File: src/rtl/agia_map.svh
// register offsets, field positions and reset values of the gain access block
`ifndef AGIA_MAP_SVH
`define AGIA_MAP_SVH
`define AGIA_CFG_GAIN_EN_BIT 0
`define AGIA_IDX_GAIN_UPPER  8'h04
`define AGIA_IDX_GAIN_LOWER  8'h07
`define AGIA_IDX_GAIN_ADD    8'h08
`define AGIA_LOWER_NIB_MSB   7
`define AGIA_LOWER_NIB_LSB   4
`define AGIA_ADD_BIT         0
`define AGIA_RST_BYTE        8'h00
`define AGIA_RST_GAIN        12'h000
`define AGIA_RST_ENABLE      1'b0
`define AGIA_RST_ADD         1'b0
`endif

File: src/rtl/agia_pkg.sv
// types shared by the gain access block
package agia_pkg;
    typedef struct packed {
        logic       cfg_wr;
        logic       high_wr;
        logic       low_wr;
        logic [7:0] wdata;
    } agia_wr_t;

    typedef struct packed {
        logic [11:0] gain;
        logic        gain_add;
    } agia_gain_t;
endpackage

File: src/rtl/agia_gain_access.sv
// indirect write-only access path to the converter gain registers
`timescale 1ns/10ps
`default_nettype none
`include "agia_map.svh"

// Summary of operation
// - with access enable set, high writes select address, low writes load data.
// - three gain registers exist, reachable only through the indirect path.
// - gain registers are write-only; nothing reads them back over the bus.
// - address 0x04 upper byte, 0x07 lower nibble, 0x08 gain-add control.
// - gain is 12 bits: eight from upper byte, four from lower nibble.
module agia_gain_access
    import agia_pkg::*;
(
    input  wire logic        SYS_CLK,
    input  wire logic        SYS_RST,
    input  wire logic        CFG_WR,
    input  wire logic        RESULT_HIGH_WR,
    input  wire logic        RESULT_LOW_WR,
    input  wire logic [7:0]  WDATA,
    output var  logic        GAIN_ACCESS_ENABLE,
    output var  logic [7:0]  GAIN_ADDR,
    output var  logic [11:0] GAIN_VALUE,
    output var  logic        GAIN_ADD
);

    // ------------------------------------------------------------
    // slot numbering of the indirect gain registers
    // ------------------------------------------------------------
    // one byte slot per gain register; the slots differ only in their index
    localparam int N_SLOT     = 3;
    localparam int SLOT_UPPER = 0;
    localparam int SLOT_LOWER = 1;
    localparam int SLOT_ADD   = 2;

    // ------------------------------------------------------------
    // bus request grouping
    // ------------------------------------------------------------
    agia_wr_t          wr;

    assign wr = '{cfg_wr: CFG_WR, high_wr: RESULT_HIGH_WR, low_wr: RESULT_LOW_WR, wdata: WDATA};

    // ------------------------------------------------------------
    // state, next values and decode
    // ------------------------------------------------------------
    // access enable
    logic              gain_access_enable;
    logic              next_gain_access_enable;

    // indirect index
    logic              index_wr;
    logic              data_wr;
    logic [7:0]        addr;
    logic [7:0]        next_addr;

    // gain slots
    logic [N_SLOT-1:0] slot_hit;
    logic [7:0]        gain_slot      [N_SLOT];
    logic [7:0]        next_gain_slot [N_SLOT];

    // fields seen by the analog gain path
    logic [7:0]        next_upper_field;
    logic [3:0]        next_lower_field;
    logic              next_add_field;
    agia_gain_t        gain_out;

    // registered outputs
    logic              next_out_enable;
    logic [7:0]        next_out_addr;
    logic [11:0]       next_out_gain;
    logic              next_out_add;

    // ------------------------------------------------------------
    // access enable
    // ------------------------------------------------------------
    // only bit 0 of the configuration byte belongs to this block
    always_comb begin
        next_gain_access_enable = gain_access_enable;
        if (wr.cfg_wr) begin
            next_gain_access_enable = wr.wdata[`AGIA_CFG_GAIN_EN_BIT];
        end
    end

    always_ff @(posedge SYS_CLK) begin
        if (SYS_RST) begin
            gain_access_enable <= `AGIA_RST_ENABLE;
        end else begin
            gain_access_enable <= next_gain_access_enable;
        end
    end

    // ------------------------------------------------------------
    // result writes qualified by the access enable
    // ------------------------------------------------------------
    // the enable as it stood before this edge counts, so opening access
    // in the same cycle as a result write does not steer that write;
    // the software order is not enforced, an early index is simply dropped
    always_comb begin
        index_wr = gain_access_enable & wr.high_wr;
        data_wr  = gain_access_enable & wr.low_wr;
    end

    // ------------------------------------------------------------
    // indirect index register
    // ------------------------------------------------------------
    // the index stays after access closes; a new session should rewrite it
    always_comb begin
        next_addr = addr;
        if (index_wr) begin
            next_addr = wr.wdata;
        end
    end

    always_ff @(posedge SYS_CLK) begin
        if (SYS_RST) begin
            addr <= `AGIA_RST_BYTE;
        end else begin
            addr <= next_addr;
        end
    end

    // ------------------------------------------------------------
    // index decode
    // ------------------------------------------------------------
    // an index outside the three slots makes a low write a no-op
    always_comb begin
        slot_hit = '0;
        if (data_wr) begin
            case (addr)
                `AGIA_IDX_GAIN_UPPER: begin
                    slot_hit[SLOT_UPPER] = 1'b1;
                end
                `AGIA_IDX_GAIN_LOWER: begin
                    slot_hit[SLOT_LOWER] = 1'b1;
                end
                `AGIA_IDX_GAIN_ADD: begin
                    slot_hit[SLOT_ADD] = 1'b1;
                end
                default: begin
                    slot_hit = '0;
                end
            endcase
        end
    end

    // ------------------------------------------------------------
    // gain register slots
    // ------------------------------------------------------------
    // write-only: nothing leads from a slot back onto the bus
    // reset clears every slot so the analog path starts at a known gain
    for (genvar i = 0; i < N_SLOT; i++) begin : g_slot
        always_comb begin
            next_gain_slot[i] = gain_slot[i];
            if (slot_hit[i]) begin
                next_gain_slot[i] = wr.wdata;
            end
        end

        always_ff @(posedge SYS_CLK) begin
            if (SYS_RST) begin
                gain_slot[i] <= `AGIA_RST_BYTE;
            end else begin
                gain_slot[i] <= next_gain_slot[i];
            end
        end
    end

    // ------------------------------------------------------------
    // gain fields
    // ------------------------------------------------------------
    // taken from the next values so the ports change at the writing edge
    always_comb begin
        next_upper_field = next_gain_slot[SLOT_UPPER];
        next_lower_field = next_gain_slot[SLOT_LOWER][`AGIA_LOWER_NIB_MSB:`AGIA_LOWER_NIB_LSB];
        next_add_field   = next_gain_slot[SLOT_ADD][`AGIA_ADD_BIT];
    end

    // ------------------------------------------------------------
    // gain value assembly
    // ------------------------------------------------------------
    always_comb begin
        gain_out.gain     = {next_upper_field, next_lower_field};
        gain_out.gain_add = next_add_field;
    end

    // ------------------------------------------------------------
    // output registers
    // ------------------------------------------------------------
    // enable and index are echoed for the converter's own sequencing
    always_comb begin
        next_out_enable = next_gain_access_enable;
        next_out_addr   = next_addr;
        next_out_gain   = gain_out.gain;
        next_out_add    = gain_out.gain_add;
    end

    always_ff @(posedge SYS_CLK) begin
        if (SYS_RST) begin
            GAIN_ACCESS_ENABLE <= `AGIA_RST_ENABLE;
            GAIN_ADDR          <= `AGIA_RST_BYTE;
            GAIN_VALUE         <= `AGIA_RST_GAIN;
            GAIN_ADD           <= `AGIA_RST_ADD;
        end else begin
            GAIN_ACCESS_ENABLE <= next_out_enable;
            GAIN_ADDR          <= next_out_addr;
            GAIN_VALUE         <= next_out_gain;
            GAIN_ADD           <= next_out_add;
        end
    end

endmodule
`default_nettype wire

File: config.mk
export PLATFORM = sky130hd
export DESIGN_NAME = agia_gain_access
export DESIGN_NICKNAME = d
export VERILOG_FILES = /design/src/rtl/agia_pkg.sv /design/src/rtl/agia_gain_access.sv
export VERILOG_INCLUDE_DIRS = /design/src /design/src/rtl
export SDC_FILE = /design/constraint.sdc
export NUM_CORES = 1
export LEC_CHECK = 0
export ABC_AREA = 0
export BUFFER_PORTS_ARGS = -buffer_cell sky130_fd_sc_hd__buf_4
export CORE_UTILIZATION = 30
export CTS_CLUSTER_DIAMETER = 200
export DETAILED_ROUTE_END_ITERATION = 12
export GPL_ROUTABILITY_DRIVEN = 0
export PLACE_DENSITY = 0.59
export SLEW_MARGIN = 20
export SYNTH_ARGS = -nofsm -noshare
export SYNTH_HDL_FRONTEND = slang
export SYNTH_SLANG_ARGS = --single-unit
export TNS_END_PERCENT = 30
File: constraint.sdc
create_clock -name SYS_CLK -period 1.8 [get_ports SYS_CLK]
set_input_delay 0 -clock SYS_CLK [delete_from_list [all_inputs] [get_ports SYS_CLK]]
set_output_delay 0 -clock SYS_CLK [all_outputs]
set_load 0.02 [all_outputs]
==> summary.txt, run 1 <==
CTS
  – CTS tree: built
  – Clk_lat worst skew: approximately 0.31 ns
  – H-tree Lvls: 1
  – Post-CTS resize count: 0
  – Post-CTS Setup Repair Bufs: 0
  – Clk slew on worst S/H paths: 0.11 ns
  – Cts bufs inserted: 3
  – Clock Path Buffers: 2
  – Cts hold-fix bufs: 10
  – CTS root buf: clkbuf_4
  – Clock sink count: 22

GRT
  – First-pass GRT wire length: about 4400 um
  – Largest net degree at the start of global routing: 24
  – Global route total overflow: 0
  – Vias in the first global route: 908
  – Antenna violations before repair: 0
  – GRT Total Usage: 0.174

Synth
  – Synth Warn #: 0
  – Seq/Total Area, Yosys: 0.466
  – Async S/R FF share, synth: 0
  – Synthesized area per cell: between 8 and 9 um^2
  – Post-Syn Area: 946 um^2
  – Distinct cell type count after synthesis: 19
  – Post-synth EDFFs: 0
  – Most used DFF post-synth: dfxtp_1
  – Syn nets: 120
  – #FFs+latches synth: 22
  – Post-Syn Instances: about 110

Route
  – Antenna-violating nets left: 0
  – Iter 0 DRT Violations: 59
  – Drt pass-1 iters: 4
  – # DRC: 0
  – DR vias: 1019
  – Via density: around 5.3
  – WL/cell: 14.4 um
  – WL final: 2770 um

Timing
  – Worst slew pin tran: 0.622 ns
  – RSZ-0062 raised after global routing: no
  – Final TNS setup: 0 ns
  – Final period util: 0.914
  – Fin crit period: 1.64 ns
  – Worst Clk Skew: 0.00294 ns
  – Final number of hold-violating endpoints: 0
  – Max-slew violation count: 0
  – Final Setup Violations: 0
  – Slew HR: 0.584
  – Achievable Freq: 0.608 GHz

Final layout
  – Antenna Cells: 0
  – NumNets Final: 163
  – Commonest non-fill, non-tap cells in the layout: 37 x buf_4, 22 x dfxtp_1, 20 x a21oi_1, 12 x o31ai_1, 12 x nand4_1
  – Utilization after layout: 0.448
  – Layout overhead on the synthesized area: 43.4%
  – Commonest non-fill, non-tap cell in the layout: buf_4
  – Fin cells: 192
  – Fill count: 300
  – Fraction of layout cells with a size suffix above 1: 0.291

Placement
  – DP HPWL: 1820 um
  – # placed instances: ~180
  – I/O Buffers: 34

Job
  – Max-Cap Viols: 0

Min path
  – Hold crit path type: in2reg

Setup path
  – Max Fanout on Critical Path: 12
  – WP data required: 2.00 ns
  – Crit. End Element: register
  – Kind of critical path: reg2reg
  – Kind of start point of the critical path: register
  – Arr. time, crit path: 1.84 ns

Die
  – # rows: 20
  – Initial core utilization: 0.312
  – Die Wd: about 58 um
  – Core Box Area: 3030 um^2
  – Io pins: 35
  – Die area: about 3400 um^2
  – Die Ht: 58.2 um

Outcome
  – Status: finished, final reports clean

Power and ir drop
  – Static leakage: 0.518 nW
  – VDD IR-drop max: 0.184 mV
  – PD cells: about 620 nW/um^2
[registers in the layout (all words and copies together), names as in the netlist]
register            cells
GAIN_VALUE             11
GAIN_ADD                1
GAIN_ADDR               8
GAIN_ACCESS_ENABLE      1
gain_slot               1
[critical path, stage by stage (launching register included)]
cell and delay, ns:
dfxtp_1 0.36, or4bb_1 0.74, o31ai_1 0.34, a21oi_1 0.10
[cells in the mapped netlist (2+ instances only)]
library cell / instances / area, um^2
o31ai_1: 12 / 90.1
nor4bb_1: 2 / 20.0
nor2_1: 2 / 7.51
nand2_1: 10 / 37.5
nand3_1: 9 / 45.0
dfxtp_1: 22 / 440
nand2b_1: 2 / 12.5
buf_2: 3 / 15.0
mux2i_1: 2 / 20.0
clkbuf_1: 4 / 15.0
a21oi_1: 20 / 100
nand4_1: 12 / 75.1
[kinds of logic after synthesis]
group	Yosys count	share of synthesized area
DFF	22	0.466
and+or+nand+nor	42	0.265
muxes	2	0.0212
buffers and inverters	9	0.0476
AOI/OAI and AO/OA	32	0.201
[per-stage QoR]
step | hold WS [ns] | cell area [um^2] | worst slack (ns) | total power [mW]
finish | 0.0132 | 1360 | 0.155 | 0.845
global route | 0.00270 | 1360 | 0.0392 | 0.883
CTS | 0.00792 | 1360 | 0.182 | 0.849
detailed placement | 0.260 | 1230 | 0.184 | 0.616
global placement | 0.250 | 1230 | 0.238 | 0.614
floorplan | 0.0691 | 946 | 0.268 | 0.565
[metal layers]
| metal | GRT usage | up-vias | routed length (um) |
|---|---|---|---|
| met4 | 0.112 | 0 | 89 |
| met2 | 0.266 | 50 | 1240 |
| li1 | - | 490 | - |
| met1 | 0.225 | 469 | 1290 |
| met3 | 0.0313 | 10 | 147 |
| met5 | 0 | - | 0 |
[report_power, final]
part	switching (mW)	internal, mW	total, mW
registers	0.00721	0.494	0.501
logic	0.0669	0.0570	0.124
clock network	0.143	0.0782	0.221
total	0.217	0.629	0.845
[cell type report]
cell class | instances | area (um^2) | area share
Clock buffer | 3 | 22.5 | 0.0166
Sequential cell | 22 | 440 | 0.325
Multi-Input combinational cell | 76 | 460 | 0.339
Tap cell | 44 | 55.1 | 0.0406
Timing Repair Buffer | 47 | 378 | 0.279
[final timing paths]
path | start | end | slack [ns] | depth (start not counted)
max | GAIN_ADDR[3] | GAIN_VALUE[4] | 0.16 | 3
min | RESULT_HIGH_WR | GAIN_ADDR[2] | 0.01 | 3
max reg2reg | GAIN_ADDR[3] | GAIN_VALUE[4] | 0.16 | 3
min reg2reg | GAIN_VALUE[5] | GAIN_VALUE[5] | 0.47 | 2
Note: power is estimated with default switching activity, not from simulation.
==> run 2: changes to the inputs <==
--- a/config.mk
+++ b/config.mk
@@ -13,6 +13,7 @@
 export DETAILED_ROUTE_END_ITERATION = 12
 export GPL_ROUTABILITY_DRIVEN = 0
 export PLACE_DENSITY = 0.59
+export REMOVE_ABC_BUFFERS = 1
 export SLEW_MARGIN = 20
 export SYNTH_ARGS = -nofsm -noshare
 export SYNTH_HDL_FRONTEND = slang
==> summary.txt, run 2 (same netlist as run 1, synthesis figures left out) <==
GRT
  – Largest net degree at the start of global routing: 24 (unchanged)
  – GRT Total Usage: 0.164 (was 0.174)
  – Global route total overflow: 0 (unchanged)
  – Most Crowded Layer GR: met2 (unchanged)
  – Met2 Usage GRT: 0.271 (was 0.266)
  – Antenna violations before repair: 0 (unchanged)
  – Met1 Usage GRT: 0.214 (was 0.225)
  – Global Route met3 Usage: 0.0290 (was 0.0313)
  – Vias in the first global route: 922 (was 908)
  – First-pass GRT wire length: 4260 um (was 4440 um)

Final layout
  – Max FFs per register: 11 (unchanged)
  – Biggest register: GAIN_VALUE (unchanged)
  – Fill count: 308 (was 300)
  – Commonest non-fill, non-tap cell in the layout: buf_4 (unchanged)
  – Fraction of layout cells with a size suffix above 1: 0.289 (was 0.291)
  – Fin cells: 193 (was 192)
  – Regs by FF count: GAIN_VALUE x11, GAIN_ADDR x8 (unchanged)
  – Antenna Cells: 0 (unchanged)
  – Commonest non-fill, non-tap cells in the layout: 37 x buf_4, 22 x dfxtp_1, 20 x a21oi_1, 12 x o31ai_1, 12 x nand4_1 (unchanged)
  – Layout overhead on the synthesized area: 44.4% (was 43.4%)
  – NumNets Final: 164 (was 163)

CTS
  – Cts hold-fix bufs: 10 (unchanged)
  – CTS tree: built (unchanged)
  – Clk slew on worst S/H paths: 0.12 ns (was 0.11 ns)
  – Post-CTS resize count: 0 (unchanged)
  – Cts bufs inserted: 3 (unchanged)
  – CTS root buf: clkbuf_4 (unchanged)
  – Post-CTS Setup Repair Bufs: 0 (unchanged)
  – Clock sink count: 22 (unchanged)
  – Clock Path Buffers: 2 (unchanged)
  – H-tree Lvls: 1 (unchanged)
  – Clk_lat worst skew: 0.30 ns (was 0.31 ns)

Route
  – Antenna-violating nets left: 0 (unchanged)
  – DR vias: 998 (was 1019)
  – WL final: 2640 um (was 2770 um)
  – Via density: 5.17 (was 5.31)
  – # DRC: 0 (unchanged)
  – WL/cell: 13.7 um (was 14.4 um)
  – Iter 0 DRT Violations: 34 (was 59)
  – Drt pass-1 iters: 4 (unchanged)

Setup path
  – Critical Path Source: GAIN_ADDR[3] (unchanged)
  – Kind of start point of the critical path: register (unchanged)
  – Origin of the critical flop-to-flop path: GAIN_ADDR[3] (unchanged)
  – Arr. time, crit path: 1.83 ns (was 1.84 ns)
  – Reg2reg end: GAIN_VALUE[0] (was GAIN_VALUE[4])
  – Kind of critical path: reg2reg (unchanged)
  – Worst R2R Setup Slack: 0.16 ns (about the same)
  – Max Fanout on Critical Path: 12 (unchanged)
  – Crit. End Element: register (unchanged)
  – Crit path to: GAIN_VALUE[0] (was GAIN_VALUE[4])
  – Reg2reg path depth: 3 (unchanged)
  – WP data required: 1.99 ns (was 2.00 ns)

Timing
  – Final period util: 0.912 (was 0.914)
  – Final Setup Violations: 0 (unchanged)
  – Worst hold margin: 0.0273 ns (was 0.0132 ns)
  – Final number of hold-violating endpoints: 0 (unchanged)
  – RSZ-0062 raised after global routing: no (unchanged)
  – Achievable Freq: 0.609 GHz (was 0.608 GHz)
  – Worst slew pin tran: 0.516 ns (was 0.622 ns)
  – Max-slew violation count: 0 (unchanged)
  – Final worst slack: 0.159 ns (was 0.155 ns)
  – Fin crit period: 1.64 ns (about the same)
  – Worst Clk Skew: 0.00170 ns (was 0.00294 ns)
  – Slew HR: 0.655 (was 0.584)

Placement
  – I/O Buffers: 34 (unchanged)
  – # placed instances: 179 (unchanged)
  – DP HPWL: 1890 um (was 1820 um)
  – Dpl ws: 0.212 ns (was 0.184 ns)

Power and ir drop
  – Static leakage: 0.522 nW (was 0.518 nW)
  – PD cells: 617 nW/um^2 (was 623 nW/um^2)
  – VDD IR-drop max: 0.337 mV (was 0.184 mV)

Die
  – Io pins: 35 (unchanged)
  – # rows: 20 (unchanged)
  – Die Ht: 58.2 um (unchanged)
  – Core Box Area: 3030 um^2 (unchanged)
  – Die Wd: 58.2 um (unchanged)
  – Initial core utilization: 0.312 (unchanged)
  – Die area: 3380 um^2 (unchanged)

Min path
  – Hold Crit Start: SYS_RST (was RESULT_HIGH_WR)
  – Hold crit path type: in2reg (unchanged)

Job
  – Max-Cap Viols: 0 (unchanged)

Outcome
  – Status: finished, final reports clean (unchanged)
## run 2: layout make-up
type | instances | area, um^2 | share of cell area
tap | 44 | 55.1 | 0.0403
multi-input combinational | 76 | 460 | 0.337
timing repair buffer | 48 | 388 | 0.284
clock buffer | 3 | 22.5 | 0.0165
sequential | 22 | 440 | 0.322
## run 2: critical path, cell delays in order (launching register included)
cell and delay [ns]:
dfxtp_1 0.36, or4bb_1 0.73, o31ai_1 0.33, a21oi_1 0.10
## run 2: where the power goes
group	switching, mW	internal, mW
clock	0.142	0.0779
sequential	0.00755	0.494
combinational	0.0643	0.0583
## run 2: worst min-delay path by stage
| stage | cells after the start | to | slack (ns) |
|---|---|---|---|
| finish | 2 | GAIN_ADDR[3] | 0.03 |
| floorplan | 1 | GAIN_ADDR[0] | 0.07 |
| global route | 2 | GAIN_ACCESS_ENABLE | 0.02 |
| global placement | 3 | GAIN_ACCESS_ENABLE | 0.28 |
| CTS | 3 | GAIN_ADDR[3] | 0.01 |
| detailed placement | 3 | GAIN_ACCESS_ENABLE | 0.27 |
## run 2: per-layer routing
layer / up-vias / part of all wire
li1: 493 / -
met1: 472 / 0.44
met2: 33 / 0.51
met3: 0 / 0.051
met4: 0 / 0
met5: - / 0
## run 2: per-stage QoR
step	power, mW	util	setup TNS (ns)	area [um^2]
5_1_grt	0.891	0.451	0	1370
4_1_cts	0.842	0.448	0	1360
3_5_place_dp	0.614	0.407	0	1230
6_report	0.844	0.451	0	1370
2_1_floorplan	0.552	-	-0.0310	901
3_3_place_gp	0.612	0.407	0	1230
